===== src/trap_arbiter_defines.vh =====
// Constants of the trap and interrupt arbiter: offsets, fields, vectors and resets.
// Behaviour
// - Vector address equals trap number times four.
// - Legacy bus lines share USB and event nodes.
// - Any reset starts at vector zero, trap 00.
// - Reset outranks everything, trap priority III.
// - Software traps reach 0x000..0x1FC, numbers 00..7F.
// - Software trap keeps current CPU level.
// - Class A traps vector to 08,10,18,20.
// - Class B traps share vector 28, number 0A.
// - Pick single highest pending request each cycle.
// - Serve only if above CPU level.
// - Group level orders same-level simultaneous requests.
// - Need global enable, CPU level and source enable.
// - One control register per interrupt node.
// - Upper byte reads zero, ignores writes.
// - All control bits software readable and writable.
// - Layout: request 7, enable 6, level 5:2, group 1:0.
// - Group value 3 highest, 0 lowest.
// - Level F highest, 0 lowest.
// - Enable zero blocks, one allows request.
// - Hardware sets flag; entry or transfer clears it.
// - Flag stays set when transfer count hits zero.
// - Software flag writes act like hardware.
// - Levels 15/14 use channel unless count zero.
// - Channel number is level bit zero plus group.
`ifndef TRAP_ARBITER_DEFINES_VH
`define TRAP_ARBITER_DEFINES_VH

// ----------------------------------------------------------------------------
// Register map
// ----------------------------------------------------------------------------
`define NUM_NODES 16
`define OFS_CTRL_BASE 12'h000
`define OFS_PSW 12'h100
`define OFS_TRAP_FLAGS 12'h104
`define OFS_VECTOR 12'h108
`define OFS_SW_TRAP 12'h10C
`define OFS_CHAN_COUNT_BASE 12'h180

// ----------------------------------------------------------------------------
// Fields
// ----------------------------------------------------------------------------
`define CTL_REQ_BIT 7
`define CTL_EN_BIT 6
`define CTL_LVL_HI 5
`define CTL_LVL_LO 2
`define CTL_GRP_HI 1
`define CTL_GRP_LO 0
`define CTL_RESET 8'h00
`define PSW_LVL_HI 15
`define PSW_LVL_LO 12
`define PSW_IEN_BIT 11
`define PSW_RESET 16'h0000
`define PSW_LVL_RESET 4'h0
`define CHAN_LVL_HI 4'hF
`define CHAN_LVL_LO 4'hE

// ----------------------------------------------------------------------------
// Trap numbers and vector scaling
// ----------------------------------------------------------------------------
`define VEC_SHIFT 2
`define TRAP_RESET 7'h00
`define TRAP_NMI 7'h02
`define TRAP_STACK_OVERFLOW_FLAG 7'h04
`define TRAP_STACK_UNDERFLOW_FLAG 7'h06
`define TRAP_DEBUG 7'h08
`define TRAP_CLASS_B 7'h0A
`define TRAP_NODE_BASE 7'h40
`define USB_TX_NODE 0
`define EXT_EVENT_NODE 1
`define TRAP_PRIO_RESET 2'h3
`define TRAP_PRIO_B 2'h1

`endif


===== src/trap_and_interrupt_arbiter.v =====
// Trap and interrupt arbiter with AHB-Lite register access.
//
// Decided for this implementation: the AHB-Lite interface to the registers and the address map.
`timescale 1ns/100ps
`include "trap_arbiter_defines.vh"

module trap_and_interrupt_arbiter (
    input wire hclk,
    input wire hresetn,
    input wire hsel,
    input wire [11:0] haddr,
    input wire [1:0] htrans,
    input wire hwrite,
    input wire [2:0] hsize,
    input wire [31:0] hwdata,
    output reg [31:0] hrdata,
    output wire hreadyout,
    output wire hresp,
    input wire hready,
    input wire [`NUM_NODES-1:0] node_request,
    input wire legacy_bus_irq0,
    input wire legacy_bus_irq1,
    input wire software_reset_instruction,
    input wire watchdog_overflow,
    input wire nmi_pin,
    input wire stack_overflow_event,
    input wire stack_underflow_event,
    input wire debug_event,
    input wire undefined_opcode_event,
    input wire protected_instruction_event,
    input wire illegal_word_operand_event,
    input wire illegal_instruction_access_event,
    input wire illegal_external_bus_event,
    input wire cycle_end,
    input wire entry_ack,
    output reg trap_valid,
    output reg [6:0] trap_number,
    output reg [8:0] trap_vector,
    output reg [1:0] trap_priority,
    output reg [3:0] entry_level,
    output reg restart,
    output reg event_xfer,
    output reg [2:0] event_channel
);

    // ------------------------------------------------------------------------
    // Pin synchronisers for the external request lines.
    // ------------------------------------------------------------------------
    reg [`NUM_NODES+2:0] pin_s1_q;
    reg [`NUM_NODES+2:0] pin_s2_q;
    reg nmi_s2_last_q;

    // Two flops before any logic reads a pin; the first is read only here.
    always @(posedge hclk or negedge hresetn) begin
        if (!hresetn) begin
            pin_s1_q <= {(`NUM_NODES+3){1'b0}};
            pin_s2_q <= {(`NUM_NODES+3){1'b0}};
            nmi_s2_last_q <= 1'b0;
        end else begin
            pin_s1_q <= {nmi_pin, legacy_bus_irq1, legacy_bus_irq0, node_request};
            pin_s2_q <= pin_s1_q;
            nmi_s2_last_q <= pin_s2_q[`NUM_NODES+2];
        end
    end

    wire [`NUM_NODES-1:0] src_req;
    // Legacy lines only share existing nodes, they own no register.
    assign src_req = pin_s2_q[`NUM_NODES-1:0]
        | ({{(`NUM_NODES-1){1'b0}}, pin_s2_q[`NUM_NODES]} << `USB_TX_NODE)
        | ({{(`NUM_NODES-1){1'b0}}, pin_s2_q[`NUM_NODES+1]} << `EXT_EVENT_NODE);
    wire nmi_rise;
    assign nmi_rise = pin_s2_q[`NUM_NODES+2] & ~nmi_s2_last_q;

    // ------------------------------------------------------------------------
    // AHB-Lite slave: one-cycle address capture, zero wait states.
    // ------------------------------------------------------------------------
    reg wr_pend_q;
    reg [11:0] wr_addr_q;
    wire acc;
    assign acc = hsel & hready & htrans[1];
    assign hreadyout = 1'b1;
    assign hresp = 1'b0;

    always @(posedge hclk or negedge hresetn) begin
        if (!hresetn) begin
            wr_pend_q <= 1'b0;
            wr_addr_q <= 12'h000;
        end else begin
            wr_pend_q <= acc & hwrite;
            wr_addr_q <= haddr;
        end
    end

    wire wr_ctl;
    assign wr_ctl = wr_pend_q && (wr_addr_q[11:6] == 6'h00);
    wire wr_cnt;
    assign wr_cnt = wr_pend_q && (wr_addr_q[11:5] == `OFS_CHAN_COUNT_BASE >> 5);

    // ------------------------------------------------------------------------
    // Processor status word upper byte: level and global enable.
    // ------------------------------------------------------------------------
    reg [3:0] cpu_level_q;
    reg ien_q;
    reg [7:0] chan_count_q [0:7];
    reg [7:0] ctl_q [0:`NUM_NODES-1];

    // ------------------------------------------------------------------------
    // Arbitration: highest level, then highest group, over enabled requests.
    // ------------------------------------------------------------------------
    reg [5:0] best_key;
    reg [3:0] best_idx;
    reg best_ok;
    integer i;
    always @* begin
        best_key = 6'h00;
        best_idx = 4'h0;
        best_ok = 1'b0;
        for (i = 0; i < `NUM_NODES; i = i + 1) begin
            // Key is {level, group}, so level F and group 3 win.
            if (ctl_q[i][`CTL_REQ_BIT] && ctl_q[i][`CTL_EN_BIT]
                && (!best_ok || ctl_q[i][`CTL_LVL_HI:0] > best_key)) begin
                best_key = ctl_q[i][`CTL_LVL_HI:0];
                best_idx = i[3:0];
                best_ok = 1'b1;
            end
        end
    end

    wire [3:0] best_lvl;
    assign best_lvl = best_key[5:2];
    // Strictly above CPU level and globally enabled.
    wire win;
    assign win = best_ok && ien_q && (best_lvl > cpu_level_q);
    // Top two levels go to event channels unless that channel count is zero.
    wire [2:0] win_chan;
    assign win_chan = {best_lvl[0], best_key[1:0]};
    wire chan_lvl;
    assign chan_lvl = (best_lvl == `CHAN_LVL_HI) || (best_lvl == `CHAN_LVL_LO);
    wire use_chan;
    assign use_chan = win && chan_lvl && (chan_count_q[win_chan] != 8'h00);
    // Decision is taken once per instruction cycle, at its end.
    wire take_chan;
    assign take_chan = cycle_end && use_chan && !trap_valid;
    wire take_irq;
    // A pending hardware trap holds interrupts back, so no request flag is cleared for a lost entry.
    assign take_irq = cycle_end && win && !use_chan && !trap_valid && !(|tflag_q);

    // ------------------------------------------------------------------------
    // Hardware trap flags, sticky; set wins over a software clear.
    // ------------------------------------------------------------------------
    reg [8:0] tflag_q;
    wire [8:0] tset;
    assign tset = {illegal_external_bus_event, illegal_instruction_access_event,
                   illegal_word_operand_event, protected_instruction_event,
                   undefined_opcode_event, debug_event, stack_underflow_event,
                   stack_overflow_event, nmi_rise};
    reg sw_trap_q;
    reg [6:0] sw_trap_num_q;
    // Marks an offered node interrupt; only such an entry may raise the CPU level.
    reg irq_entry_q;

    // ------------------------------------------------------------------------
    // Per-node control registers, one per node.
    // ------------------------------------------------------------------------
    genvar g;
    generate
        for (g = 0; g < `NUM_NODES; g = g + 1) begin : node
            wire wsel;
            assign wsel = wr_ctl && (wr_addr_q[5:2] == g);
            wire hw_clr;
            assign hw_clr = (take_irq && best_idx == g)
                || (take_chan && best_idx == g && chan_count_q[win_chan] != 8'h01);
            always @(posedge hclk or negedge hresetn) begin
                if (!hresetn) begin
                    ctl_q[g] <= `CTL_RESET;
                end else begin
                    // Software writes the whole low byte; upper byte discarded.
                    if (wsel) begin
                        ctl_q[g] <= hwdata[7:0];
                    end else if (hw_clr) begin
                        ctl_q[g][`CTL_REQ_BIT] <= 1'b0;
                    end
                    // A new request always wins over any clear.
                    if (src_req[g]) begin
                        ctl_q[g][`CTL_REQ_BIT] <= 1'b1;
                    end
                end
            end
        end
    endgenerate

    // Status word, channel counts, trap flags and software trap request.
    integer k;
    always @(posedge hclk or negedge hresetn) begin
        if (!hresetn) begin
            cpu_level_q <= `PSW_LVL_RESET;
            ien_q <= 1'b0;
            tflag_q <= 9'h000;
            sw_trap_q <= 1'b0;
            sw_trap_num_q <= 7'h00;
            for (k = 0; k < 8; k = k + 1) begin
                chan_count_q[k] <= 8'h00;
            end
        end else begin
            if (wr_pend_q && wr_addr_q == `OFS_PSW) begin
                cpu_level_q <= hwdata[`PSW_LVL_HI:`PSW_LVL_LO];
                ien_q <= hwdata[`PSW_IEN_BIT];
            end else if (entry_ack && trap_valid && irq_entry_q) begin
                cpu_level_q <= entry_level;
            end
            if (wr_cnt) begin
                chan_count_q[wr_addr_q[4:2]] <= hwdata[7:0];
            end else if (take_chan) begin
                chan_count_q[win_chan] <= chan_count_q[win_chan] - 8'h01;
            end
            tflag_q <= (tflag_q & ~((wr_pend_q && wr_addr_q == `OFS_TRAP_FLAGS) ? hwdata[8:0] : 9'h000))
                | tset;
            if (wr_pend_q && wr_addr_q == `OFS_SW_TRAP) begin
                sw_trap_q <= 1'b1;
                sw_trap_num_q <= hwdata[6:0];
            end else if (entry_ack && trap_valid && !irq_entry_q && trap_priority == 2'h0) begin
                // Only the software trap's own entry retires it; hardware traps leave it pending.
                sw_trap_q <= 1'b0;
            end
        end
    end

    // ------------------------------------------------------------------------
    // Trap selection: reset, class A, class B, interrupt, software trap.
    // ------------------------------------------------------------------------
    reg [6:0] sel_num;
    reg [1:0] sel_prio;
    reg sel_valid;
    always @* begin
        sel_valid = 1'b1;
        sel_prio = 2'h2;
        sel_num = `TRAP_RESET;
        if (tflag_q[0]) begin
            sel_num = `TRAP_NMI;
        end else if (tflag_q[1]) begin
            sel_num = `TRAP_STACK_OVERFLOW_FLAG;
        end else if (tflag_q[2]) begin
            sel_num = `TRAP_STACK_UNDERFLOW_FLAG;
        end else if (tflag_q[3]) begin
            sel_num = `TRAP_DEBUG;
        end else if (|tflag_q[8:4]) begin
            sel_num = `TRAP_CLASS_B;
            sel_prio = `TRAP_PRIO_B;
        end else if (take_irq) begin
            sel_num = `TRAP_NODE_BASE + {3'b000, best_idx};
            sel_prio = 2'h0;
        end else if (sw_trap_q) begin
            sel_num = sw_trap_num_q;
            sel_prio = 2'h0;
        end else begin
            sel_valid = 1'b0;
        end
    end

    // Vector outputs; a reset request forces the reset vector.
    wire reset_req;
    assign reset_req = software_reset_instruction | watchdog_overflow;
    always @(posedge hclk or negedge hresetn) begin
        if (!hresetn) begin
            trap_valid <= 1'b0;
            trap_number <= `TRAP_RESET;
            trap_vector <= 9'h000;
            trap_priority <= `TRAP_PRIO_RESET;
            entry_level <= 4'h0;
            irq_entry_q <= 1'b0;
            restart <= 1'b1;
            event_xfer <= 1'b0;
            event_channel <= 3'h0;
        end else begin
            restart <= reset_req;
            event_xfer <= take_chan;
            event_channel <= win_chan;
            if (reset_req) begin
                trap_valid <= 1'b1;
                trap_number <= `TRAP_RESET;
                trap_vector <= 9'h000;
                trap_priority <= `TRAP_PRIO_RESET;
                irq_entry_q <= 1'b0;
            end else if (trap_valid && entry_ack) begin
                trap_valid <= 1'b0;
            end else if (!trap_valid && sel_valid) begin
                trap_valid <= 1'b1;
                trap_number <= sel_num;
                trap_vector <= {sel_num, 2'b00};
                trap_priority <= sel_prio;
                irq_entry_q <= take_irq;
                // Software traps keep the running level.
                entry_level <= take_irq ? best_lvl : cpu_level_q;
            end
        end
    end

    // ------------------------------------------------------------------------
    // Read mux, registered for the data phase.
    // ------------------------------------------------------------------------
    always @(posedge hclk or negedge hresetn) begin
        if (!hresetn) begin
            hrdata <= 32'h0000_0000;
        end else if (acc && !hwrite) begin
            hrdata <= 32'h0000_0000;
            if (haddr[11:6] == 6'h00) begin
                hrdata <= {24'h00_0000, ctl_q[haddr[5:2]]};
            end else if (haddr == `OFS_PSW) begin
                hrdata <= {16'h0000, cpu_level_q, ien_q, 11'h000};
            end else if (haddr == `OFS_TRAP_FLAGS) begin
                hrdata <= {23'h00_0000, tflag_q};
            end else if (haddr == `OFS_VECTOR) begin
                hrdata <= {23'h00_0000, trap_vector};
            end else if (haddr[11:5] == `OFS_CHAN_COUNT_BASE >> 5) begin
                hrdata <= {24'h00_0000, chan_count_q[haddr[4:2]]};
            end
        end
    end

endmodule


===== config.mk =====
export PLATFORM = sky130hd
export DESIGN_NAME = trap_and_interrupt_arbiter
export DESIGN_NICKNAME = d
export VERILOG_FILES = /design/src/trap_and_interrupt_arbiter.v
export VERILOG_INCLUDE_DIRS = /design/src
export SDC_FILE = /design/constraint.sdc
export NUM_CORES = 1
export LEC_CHECK = 0
export BUFFER_PORTS_ARGS = -buffer_cell sky130_fd_sc_hd__buf_2
export CAP_MARGIN = 10
export CORE_UTILIZATION = 56
export CTS_CLUSTER_SIZE = 20
export DETAILED_ROUTE_END_ITERATION = 8
export GPL_ROUTABILITY_DRIVEN = 0
export PLACE_DENSITY_LB_ADDON = 0.15
export RECOVER_POWER = 25
export SYNTH_ARGS = -nofsm -noshare
export SYNTH_HDL_FRONTEND = slang
export SYNTH_SLANG_ARGS = --single-unit

===== constraint.sdc =====
create_clock -name hclk -period 74.3 [get_ports hclk]
set_input_delay 7.43 -clock hclk [delete_from_list [all_inputs] [get_ports hclk]]
set_output_delay 7.43 -clock hclk [all_outputs]
set_load 0.01 [all_outputs]

==> results.md, run 1 <==
- Max_cap viols: 7
- Slowest cell delay on critical path: 0.84 ns
- Post-Syn Area per Cell: 10.0 sq um
- Number of top-level pins: 147
- Clock Sinks: 300
- WHS: 0.342 ns
- Setup Fix Bufs, Post-CTS: 0
- Clock Latency Late Sink: 0.56 ns
- Synth Area in Compound Gates: 0.194
- RSZ-0062 raised after global routing: no
- CP required: 74.80 ns
- Synth top area share: 0.369
- CP Depth: 145
- Horiz. Die Dim: 192 um
- Final WL: 61,200 um
- Die area: 36,700 sq um
- Final ANT Viol Nets: 0
- Setup crit start: ctl_q[127]
- R2R Path End: chan_count_q[21]
- Period utilization: 0.503
- Failing checks: max-capacitance violations, max-slew violations
- Ratio of cells with drive above 1 in the final layout: 0.208
- Via count: 17,000
- H-tree depth: 2
- First-pass GRT wire length: 94,600 um
- Synth Cell Area: 20,100 sq um
- DRC Markers: 0
- Max Fclk: 26.7 MHz
- ANT cells: 0
- Clock transition at path regs: 0.06 ns
- Post-DP HPWL: 43,700 um
- R2R setup slack: 36.90 ns
- Syn. warnings: 0
- Worst path slowest cell: a31o_1
- Worst VDD drop: 0.0366 mV
- Ys flop type: dfrtp_1
- # port buffers: 102
- Leakage power: 10.3 nW
- # nets final: 2,224
- CTS tree: yes
- Initial antenna violation count: 1
- Final Hold Vio Count: 0
- Final setup viols: 0
- Synth top area cells: dfrtp_1 37%, mux2_2 7.2%, mux4_2 6.3%
- Post-synth ARST share: 1.00
- Synth unique cells: 116
- Cts repair resizes: 0
- CP top delay family: compound AO/OA/AOI/OAI gates
- Placed inst area: 20,800 sq um
- Pwr dens: 34.9 nW/um^2
- Core Box Area: 35,500 sq um
- CP Capture Point: chan_count_q[21]
- Worst Path Buf+Inv: 14
- CP most frequent cell: ha_1
- Worst-margin pin slew: 4.56 ns
- Die Y-Extent: 192 um
- Initial Util: 0.567
- TritonCTS buffer count: 36
- Cells after Synth: 2,012
- DRT iter0 DRCs: 1,493
- Total track usage: 0.339
- Skew final: 0.0259 ns
- Main combinational cell family by area after synthesis: compound AO/OA/AOI/OAI gates
- Largest net degree at the start of global routing: 85
- Crit path DAT: 37.90 ns
- Area Overhead vs Synth: 9.25%
- Fraction of the mapped netlist area in simple logic gates: 0.159
- DRT Pass-1 Iters: 6
- Crit end category: flop
- Area leader, netlist: dfrtp_1
- Rows: 69
- Number of synthesized flops with an enable pin: 0
- Sequential area share after synthesis: 0.373
- Setup CP Type: reg2reg
- Post-Synth XOR/XNOR Area: 0.00690
- CP Launch Type: flop
- Worst r2r src: ctl_q[127]
- GRT overflow: 0
- Mux cell area share after synthesis: 0.168
- R2r worst-path depth: 145
- Outcome: finished with violations
- Finished Core Util: 0.620
- Tmin final: 37.40 ns
- Post-CTS Hold Buffers: 0
- CTS root buf: clkbuf_16
- Slew margin rel.: -2.04
- Yosys reg bits: 300
- Finished Cell Area: 22,000 sq um
- Routed vias/inst: 6.68
- TNS Setup: 0 ns
- Max-slew violations: 238
- Hold Path Class: reg2reg
- Crit Path Max Fanout: 21
- Clock tree buffer depth: 3
- Drt wl/cell: 24.0 um
- Vias in the first global route: 16,300
- Adder-cell share of the synthesized area: 0.0490
==> stage by stage <==
step	instances	worst slack [ns]	power (mW)
final	2550	36.90	0.767
after global routing	2550	34.57	0.806
after floorplan	2032	44.75	0.467
after detailed placement	2484	37.91	0.572
after global placement	2484	38.33	0.565
after CTS	2550	37.72	0.759
==> cell usage in the layout, fill, tap and decap left out, types with 12 or more instances in the layout <==
cell type | synthesis | final
a21oi_1 | 63 | 62
o31ai_1 | 12 | 12
mux2_2 | 128 | 128
clkbuf_1 | 59 | 20
a31oi_1 | 27 | 27
inv_1 | 94 | 94
dfrtp_1 | 297 | 297
a221o_1 | 32 | 32
nor2_1 | 110 | 110
a22o_1 | 43 | 43
nand3_1 | 51 | 51
o211ai_1 | 12 | 12
buf_2 | 14 | 86
ha_1 | 78 | 78
nor2b_1 | 22 | 22
and3_1 | 23 | 23
conb_1 | 2 | 22
nand4_1 | 23 | 23
nor3_1 | 45 | 45
buf_4 | 33 | 14
nand2_1 | 225 | 225
a21o_1 | 65 | 65
clkbuf_16 | 0 | 37
mux2i_1 | 52 | 52
and2_1 | 30 | 30
o21ai_0 | 98 | 98
mux4_2 | 56 | 56
nand2b_1 | 15 | 15
==> layout make-up <==
| type | instances | area, sq um |
|---|---|---|
| Clock buffer | 46 | 1010 |
| Clock inverter | 20 | 228 |
| Fill cell | 2966 | 13500 |
| Inverter | 100 | 378 |
| Multi-Input combinational cell | 1507 | 11700 |
| Sequential cell | 300 | 7510 |
| Tap cell | 461 | 577 |
| Timing Repair Buffer | 116 | 596 |
==> flip-flops by register name (all words and copies together) (netlist names) <==
signal         flops
ctl_q            128
chan_count_q      64
pin_s1_q          19
pin_s2_q          19
hrdata            14
wr_addr_q         12
tflag_q            9
sw_trap_num_q      7
trap_vector        7
cpu_level_q        4
entry_level        4
event_channel      3
trap_priority      2
event_xfer         1
ien_q              1
irq_entry_q        1
nmi_s2_last_q      1
restart            1
sw_trap_q          1
trap_valid         1
wr_pend_q          1
==> report_power, final <==
part           leakage, nW  internal [mW]  switching (mW)
clock network        0.611          0.111          0.0739
logic                 6.06          0.129           0.269
registers             3.59          0.174          0.0102
==> kinds of logic (layout without fill, tap and decap cells) <==
logic type	after synthesis	after routing
compound gates	514	514
mux	246	246
flops	300	300
buf+inv	225	282
other cells	2	22
simple gates	631	631
fa+ha+maj	79	79
xor+xnor	15	15
==> layer usage <==
| metal | up-vias | GRT usage | part of all wire |
|---|---|---|---|
| met3 | 166 | 0.0758 | 0.092 |
| met4 | 2 | 0.136 | 0.040 |
| li1 | 7606 | - | - |
| met5 | - | 0 | 0.00021 |
| met2 | 816 | 0.509 | 0.44 |
| met1 | 8446 | 0.477 | 0.43 |
==> how the worst min path moves through the flow <==
stage                             from            to  slack [ns]  depth (start not counted)
after floorplan            pin_s1_q[0]   pin_s2_q[0]        0.33                          0
after global placement    pin_s1_q[18]  pin_s2_q[18]        0.33                          0
after detailed placement   pin_s1_q[3]   pin_s2_q[3]        0.34                          0
after CTS                  pin_s1_q[8]   pin_s2_q[8]        0.34                          0
after global routing       pin_s1_q[3]   pin_s2_q[3]        0.35                          0
final                      pin_s1_q[8]   pin_s2_q[8]        0.34                          0
==> synthesized netlist by cell type, types with 10 or more instances <==
library cell	number
and3_1	23
a211oi_1	10
inv_1	94
nand2_1	225
nor2b_1	22
o31ai_1	12
a221o_1	32
buf_1	17
and2_1	30
a21oi_1	63
buf_4	33
ha_1	78
nand2b_1	15
or3_1	11
a22o_1	43
o22ai_1	11
nand3_1	51
mux2_2	128
mux2i_1	52
a31oi_1	27
buf_2	14
a21o_1	65
nand4_1	23
nor2_1	110
nor3_1	45
mux4_2	56
o21ai_0	98
clkbuf_1	59
dfrtp_1	297
o211ai_1	12
No activity file was read; power rests on OpenSTA's default activity.
==> inputs of run 2 (changes only) <==
Settings changed: ABC_AREA from default to 1.
Clock period 74.3 ns to 32.5 ns, I/O delays scaled along.
==> results.md, run 2 <==
- Outcome: finished with violations (unchanged)
- Failing checks: max-capacitance violations, max-slew violations (unchanged)
- DRC Markers: 0 (unchanged)
- Total track usage: 0.330 (was 0.339)
- Slowest cell delay on critical path: 0.57 ns (was 0.84 ns)
- Final Hold Vio Count: 0 (unchanged)
- TNS Setup: 0 ns (unchanged)
- Cell Count, Final, Fillers Out: 2,982 (was 2,550)
- H-tree depth: 2 (unchanged)
- Ratio of cells with drive above 1 in the final layout: 0.159 (was 0.208)
- Max_cap viols: 6 (was 7)
- Post-CTS Hold Buffers: 0 (unchanged)
- Worst path slowest cell: o21ai_4 (was a31o_1)
- Max Fclk: 43.0 MHz (was 26.7 MHz)
- Max-slew violations: 239 (was 238)
- Cells after DPL: 2,920 (was 2,484)
- Synth unique cells: 77 (was 116)
- TritonCTS buffer count: 35 (was 36)
- First-pass GRT wire length: 91,400 um (was 94,600 um)
- Final setup viols: 0 (unchanged)
- Number of top-level pins: 147 (unchanged)
- Clock Latency Late Sink: 0.54 ns (was 0.56 ns)
- Area leader, netlist: dfrtp_1 (unchanged)
- Rows: 67 (was 69)
- CP required: 32.87 ns (was 74.80 ns)
- Post-DP HPWL: 40,600 um (was 43,700 um)
- Most frequent cells in the layout: 563 x nand2_1, 297 x dfrtp_1, 280 x inv_1 (was 297 x dfrtp_1, 225 x nand2_1, 128 x mux2_2)
- Core Box Area: 33,800 sq um (was 35,500 sq um)
- Hold Path Class: reg2reg (unchanged)
- Count leader, synth: nand2_1 (was dfrtp_1)
- Area Overhead vs Synth: 7.90% (was 9.25%)
- Crit path DAT: 23.63 ns (was 37.90 ns)
- CP most frequent cell: nand2_1 (was ha_1)
- Synth top area share: 0.383 (was 0.369)
- GRT overflow: 0 (unchanged)
- Post-synth top cells: 563 x nand2_1, 297 x dfrtp_1, 280 x inv_1, 258 x o21ai_0, 160 x nand3_1 (was 297 x dfrtp_1, 225 x nand2_1, 128 x mux2_2, 110 x nor2_1, 98 x o21ai_0)
- Clock tree buffer depth: 3 (unchanged)
- Slew margin rel.: -2.20 (was -2.04)
- Clock transition at path regs: 0.06 ns (about the same)
- Ys flop type: dfrtp_1 (unchanged)
- # port buffers: 102 (unchanged)
- Top reg by flops: ctl_q (unchanged)
- Setup Fix Bufs, Post-CTS: 0 (unchanged)
- Initial Util: 0.574 (was 0.567)
- Setup CP Type: reg2reg (unchanged)
- Drt wl/cell: 19.3 um (was 24.0 um)
- Sequential area share after synthesis: 0.387 (was 0.373)
- Most common cell after layout, fill and taps aside: nand2_1 (was dfrtp_1)
- CP Launch Type: flop (unchanged)
- Synth Cell Area: 19,400 sq um (was 20,100 sq um)
- DRT iter0 DRCs: 1,677 (was 1,493)
- Die Y-Extent: 188 um (was 192 um)
- Post-synth ARST share: 1.00 (unchanged)
- CTS root buf: clkbuf_16 (unchanged)
- Skew final: 0.0204 ns (was 0.0259 ns)
- Vias in the first global route: 16,700 (was 16,300)
- Final ANT Viol Nets: 0 (unchanged)
- Die area: 35,400 sq um (was 36,700 sq um)
- Initial antenna violation count: 0 (was 1)
- Max FFs per register: 128 (unchanged)
- # nets final: 2,672 (was 2,224)
- Largest registers: ctl_q (128), chan_count_q (64) (unchanged)
- Via count: 17,600 (was 17,000)
- Cts repair resizes: 0 (unchanged)
- Syn. warnings: 0 (unchanged)
- Number of synthesized flops with an enable pin: 0 (unchanged)
- Clock Sinks: 300 (unchanged)
- Finished Core Util: 0.619 (was 0.620)
- DRT Pass-1 Iters: 6 (unchanged)
- CTS tree: yes (unchanged)
- Tmin final: 23.26 ns (was 37.40 ns)
- Cells after Synth: 2,460 (was 2,012)
- Post-Syn Area per Cell: 7.88 sq um (was 10.0 sq um)
- Largest net degree at the start of global routing: 153 (was 85)
- Routed vias/inst: 5.89 (was 6.68)
- Horiz. Die Dim: 188 um (was 192 um)
- Worst-margin pin slew: 4.80 ns (was 4.56 ns)
- Crit Path Max Fanout: 16 (was 21)
- RSZ-0062 raised after global routing: no (unchanged)
- Crit end category: flop (unchanged)
- Period utilization: 0.716 (was 0.503)
- Synth top area cells: dfrtp_1 38%, nand2_1 11%, o21ai_0 6.7% (was dfrtp_1 37%, mux2_2 7.2%, mux4_2 6.3%)
- Final WL: 57,700 um (was 61,200 um)
- Yosys reg bits: 300 (unchanged)
==> run 2: cell count changes after synthesis, moves of 43 or more <==
cell | before | now
a21o_1 | 65 | 6
o21ai_0 | 98 | 258
inv_1 | 94 | 280
mux2_2 | 128 | 1
mux2i_1 | 52 | 0
nand2_1 | 225 | 563
a22o_1 | 43 | 0
o221ai_1 | 2 | 66
nand3_1 | 51 | 160
nand2_2 | 2 | 104
mux4_2 | 56 | 0
==> run 2: worst max-delay path, delay by kind of cell, from the launching register on <==
family,cells,cell delay (ns)
adders and majority gates,16,4.94
and+or+nand+nor,101,10.58
AOI/OAI and AO/OA,33,5.99
DFF,1,0.38
buffers and inverters,9,1.17
==> run 2: layout make-up <==
type                       instances  area [sq um]
fill                            3038         12900
sequential                       300          7510
inverter                         298          1140
clock inverter                     9           174
antenna                            1          2.50
timing repair buffer             118           609
multi-input combinational       1756          9910
tap                              448           561
clock buffer                      52          1020
==> run 2: routing by layer <==
layer	vias up	track usage	wire [um]
li1	8292	-	-
met1	8322	0.452	24100
met2	787	0.518	26400
met3	164	0.0526	4880
met4	0	0.145	2290
met5	-	0	0
==> run 2: per-stage QoR <==
step | area [sq um] | setup WS [ns] | hold WS, ns
after floorplan | 19500 | 12.47 | 0.331
after global placement | 19800 | 10.10 | 0.333
after detailed placement | 19800 | 9.56 | 0.336
after CTS | 21000 | 9.42 | 0.348
after global routing | 20900 | 6.71 | 0.352
final | 20900 | 9.24 | 0.345
==> run 2: path summary, 6_finish.rpt <==
kind / cells after the start / start / endpoint / slack [ns]
setup / recovery: 159 / ctl_q[126] / ctl_q[127] / 9.24
hold / removal: 0 / pin_s1_q[1] / pin_s2_q[1] / 0.35
setup reg to reg: 159 / ctl_q[126] / ctl_q[127] / 9.24
hold reg to reg: 0 / pin_s1_q[1] / pin_s2_q[1] / 0.35
max in group asynchronous: 1 / hresetn / ctl_q[54] / 25.34
min in group asynchronous: 1 / hresetn / entry_level[0] / 4.43
==> run 2: cell families (layout without fill, tap and decap cells) <==
family | Yosys count | count (layout) | share of synthesized area
AOI/OAI and AO/OA | 555 | 555 | 0.185
xor gates and xnor gates | 1 | 1 | 0.000452
adders and majority gates | 78 | 78 | 0.0503
buffers and inverters | 424 | 477 | 0.106
DFF | 300 | 300 | 0.387
muxes | 1 | 1 | 0.000581
other | 2 | 23 | 0.000387
and+or+nand+nor | 1099 | 1099 | 0.270
Power of run 2 is left out: the tool's default activity adds up to more than one toggle a clock period on the data nets, which glitch-free logic cannot reach.
==> inputs of run 3 (changes only) <==
Clock period 32.5 ns to 21.5 ns, I/O delays scaled along.
==> results.md, run 3 (synthesized netlist as in run 2, its figures left out) <==
- Outcome: finished with violations (unchanged)
- Failing checks: max-capacitance violations, max-slew violations (unchanged)
- Crit end category: flop (unchanged)
- Total track usage: 0.338 (was 0.330)
- HP Start: pin_s1_q[16] (was pin_s1_q[1])
- CP required: 21.93 ns (was 32.87 ns)
- Worst r2r src: ctl_q[127] (was ctl_q[126])
- Crit Path Max Fanout: 8 (was 16)
- Vias in the first global route: 17,200 (was 16,700)
- Max Fclk: 48.7 MHz (was 43.0 MHz)
- Slew margin rel.: -2.59 (was -2.20)
- Setup CP Type: reg2reg (unchanged)
- Ratio of cells with drive above 1 in the final layout: 0.249 (was 0.159)
- TritonCTS buffer count: 35 (unchanged)
- Die area: 35,400 sq um (unchanged)
- Tmin final: 20.55 ns (was 23.26 ns)
- CP Launch Type: flop (unchanged)
- Finished Core Util: 0.675 (was 0.619)
- Hold EP: pin_s2_q[16] (was pin_s2_q[1])
- Clock Sinks: 300 (unchanged)
- Number of top-level pins: 147 (unchanged)
- Via count: 18,700 (was 17,600)
- Most frequent cells in the layout: 517 x nand2_1, 296 x dfrtp_1, 274 x inv_1 (was 563 x nand2_1, 297 x dfrtp_1, 280 x inv_1)
- Largest registers: ctl_q (128), chan_count_q (64) (unchanged)
- Skew final: 0.0170 ns (was 0.0204 ns)
- Routed vias/inst: 5.99 (was 5.89)
- Drt wl/cell: 20.0 um (was 19.3 um)
- Die Y-Extent: 188 um (unchanged)
- H-tree depth: 2 (unchanged)
- DRT iter0 DRCs: 1,858 (was 1,677)
- Rows: 67 (unchanged)
- Area Overhead vs Synth: 17.6% (was 7.90%)
- Fillers: 2,758 (was 3,038)
- Final Hold Vio Count: 0 (unchanged)
- ANT cells: 0 (was 1)
- Crit path DAT: 20.98 ns (was 23.63 ns)
- Setup crit start: ctl_q[127] (was ctl_q[126])
- Max FFs per register: 128 (unchanged)
- GRT overflow: 0 (unchanged)
- Post-DP HPWL: 42,000 um (was 40,600 um)
- CTS root buf: clkbuf_16 (unchanged)
- Smallest setup slack after layout: 0.947 ns (was 9.24 ns)
- # port buffers: 102 (unchanged)
- Most common cell after layout, fill and taps aside: nand2_1 (unchanged)
- Worst Hold Depth: 0 (unchanged)
- R2R setup slack: 0.95 ns (was 9.24 ns)
- Clock transition at path regs: 0.06 ns (about the same)
- Clock tree buffer depth: 3 (unchanged)
- DRT Pass-1 Iters: 6 (unchanged)
- Initial Util: 0.574 (unchanged)
- Final setup viols: 0 (unchanged)
- Final WL: 62,200 um (was 57,700 um)
- CTS tree: yes (unchanged)
- Worst path slowest cell: dfrtp_1 (was o21ai_4)
- Slowest cell delay on critical path: 0.40 ns (was 0.57 ns)
- DRC Markers: 0 (unchanged)
- Clock Latency Late Sink: 0.55 ns (was 0.54 ns)
- Place WS: -0.582 ns (was 9.56 ns)
- Max_cap viols: 4 (was 6)
- Final ANT Viol Nets: 0 (unchanged)
- Initial antenna violation count: 0 (unchanged)
- R2r worst-path depth: 173 (was 159)
- CP most frequent cell: nand2_1 (unchanged)
- Core Box Area: 33,800 sq um (unchanged)
- # nets final: 2,806 (was 2,672)
- First-pass GRT wire length: 93,600 um (was 91,400 um)
- Max-slew violations: 198 (was 239)
- Largest net degree at the start of global routing: 97 (was 153)
- Horiz. Die Dim: 188 um (unchanged)
- Period utilization: 0.956 (was 0.716)
- Worst-margin pin slew: 5.38 ns (was 4.80 ns)
- R2R Path End: ctl_q[71] (was ctl_q[127])
- Top reg by flops: ctl_q (unchanged)
- Hold Path Class: reg2reg (unchanged)
-- run 3: cell types whose count changed in the layout (fill, tap and decap cells not counted), sizes merged, moves of 2 or more --
| cell | previous run | this run |
|---|---|---|
| nand2 | 688 | 702 |
| buf | 99 | 219 |
| clkbuf | 71 | 68 |
| clkinv | 10 | 14 |
| clkinvlp | 0 | 2 |
| bufinv | 5 | 1 |
-- run 3: repair_timing --
item | CTS | global route
setup endpoints to repair | 96 | 99
setup buffers | 1 | 50
hold buffers | 0 | 0
gates resized for setup | 15 | 226
cloned | 0 | 15
pin swaps | 1 | 113
-- run 3: cell type report --
class	instances	area (sq um)	area share
clock inverter	11	85.1	0.00373
multi-input combinational	1770	10900	0.476
tap	448	561	0.0246
clock buffer	49	1010	0.0443
timing repair buffer	238	1630	0.0716
sequential	300	7510	0.329
inverter	298	1150	0.0504
-- run 3: routing by layer --
layer  vias to the layer above  wire length, um  global-route usage
met5                         -                0                   0
met1                      8952            24800               0.454
met3                       209             6010              0.0646
met4                         0             3070               0.163
met2                       945            28300               0.525
li1                       8561                -                   -
-- run 3: how the worst max path moves through the flow --
stage,slack [ns],cells past startpoint,endpoint
floorplan,1.47,180,ctl_q[63]
global placement,-0.06,160,ctl_q[119]
detailed placement,-0.58,160,ctl_q[119]
CTS,0.006,168,chan_count_q[44]
global route,-0.47,173,ctl_q[15]
finish,0.95,173,ctl_q[71]
-- run 3: per-stage QoR --
step                setup TNS, ns  instances  cell area, sq um  hold WS [ns]
finish                          0       3114             22800         0.341
global route               -34.56       3114             22800         0.350
CTS                             0       3048             21400         0.343
detailed placement         -34.03       2987             20300         0.335
global placement           -0.225       2987             20300         0.333
floorplan                       0       2480             19500         0.331
-- run 3: worst max-delay path, delay by kind of cell, from the launching register on --
kind | cells | cell delay (ns)
adder cells (fa/ha/maj) | 16 | 4.45
AO/OA/AOI/OAI | 33 | 3.43
buffers and inverters | 15 | 1.38
flip-flops | 1 | 0.40
AND/OR/NAND/NOR | 109 | 10.69
Power of run 3 is left out for the same reason.
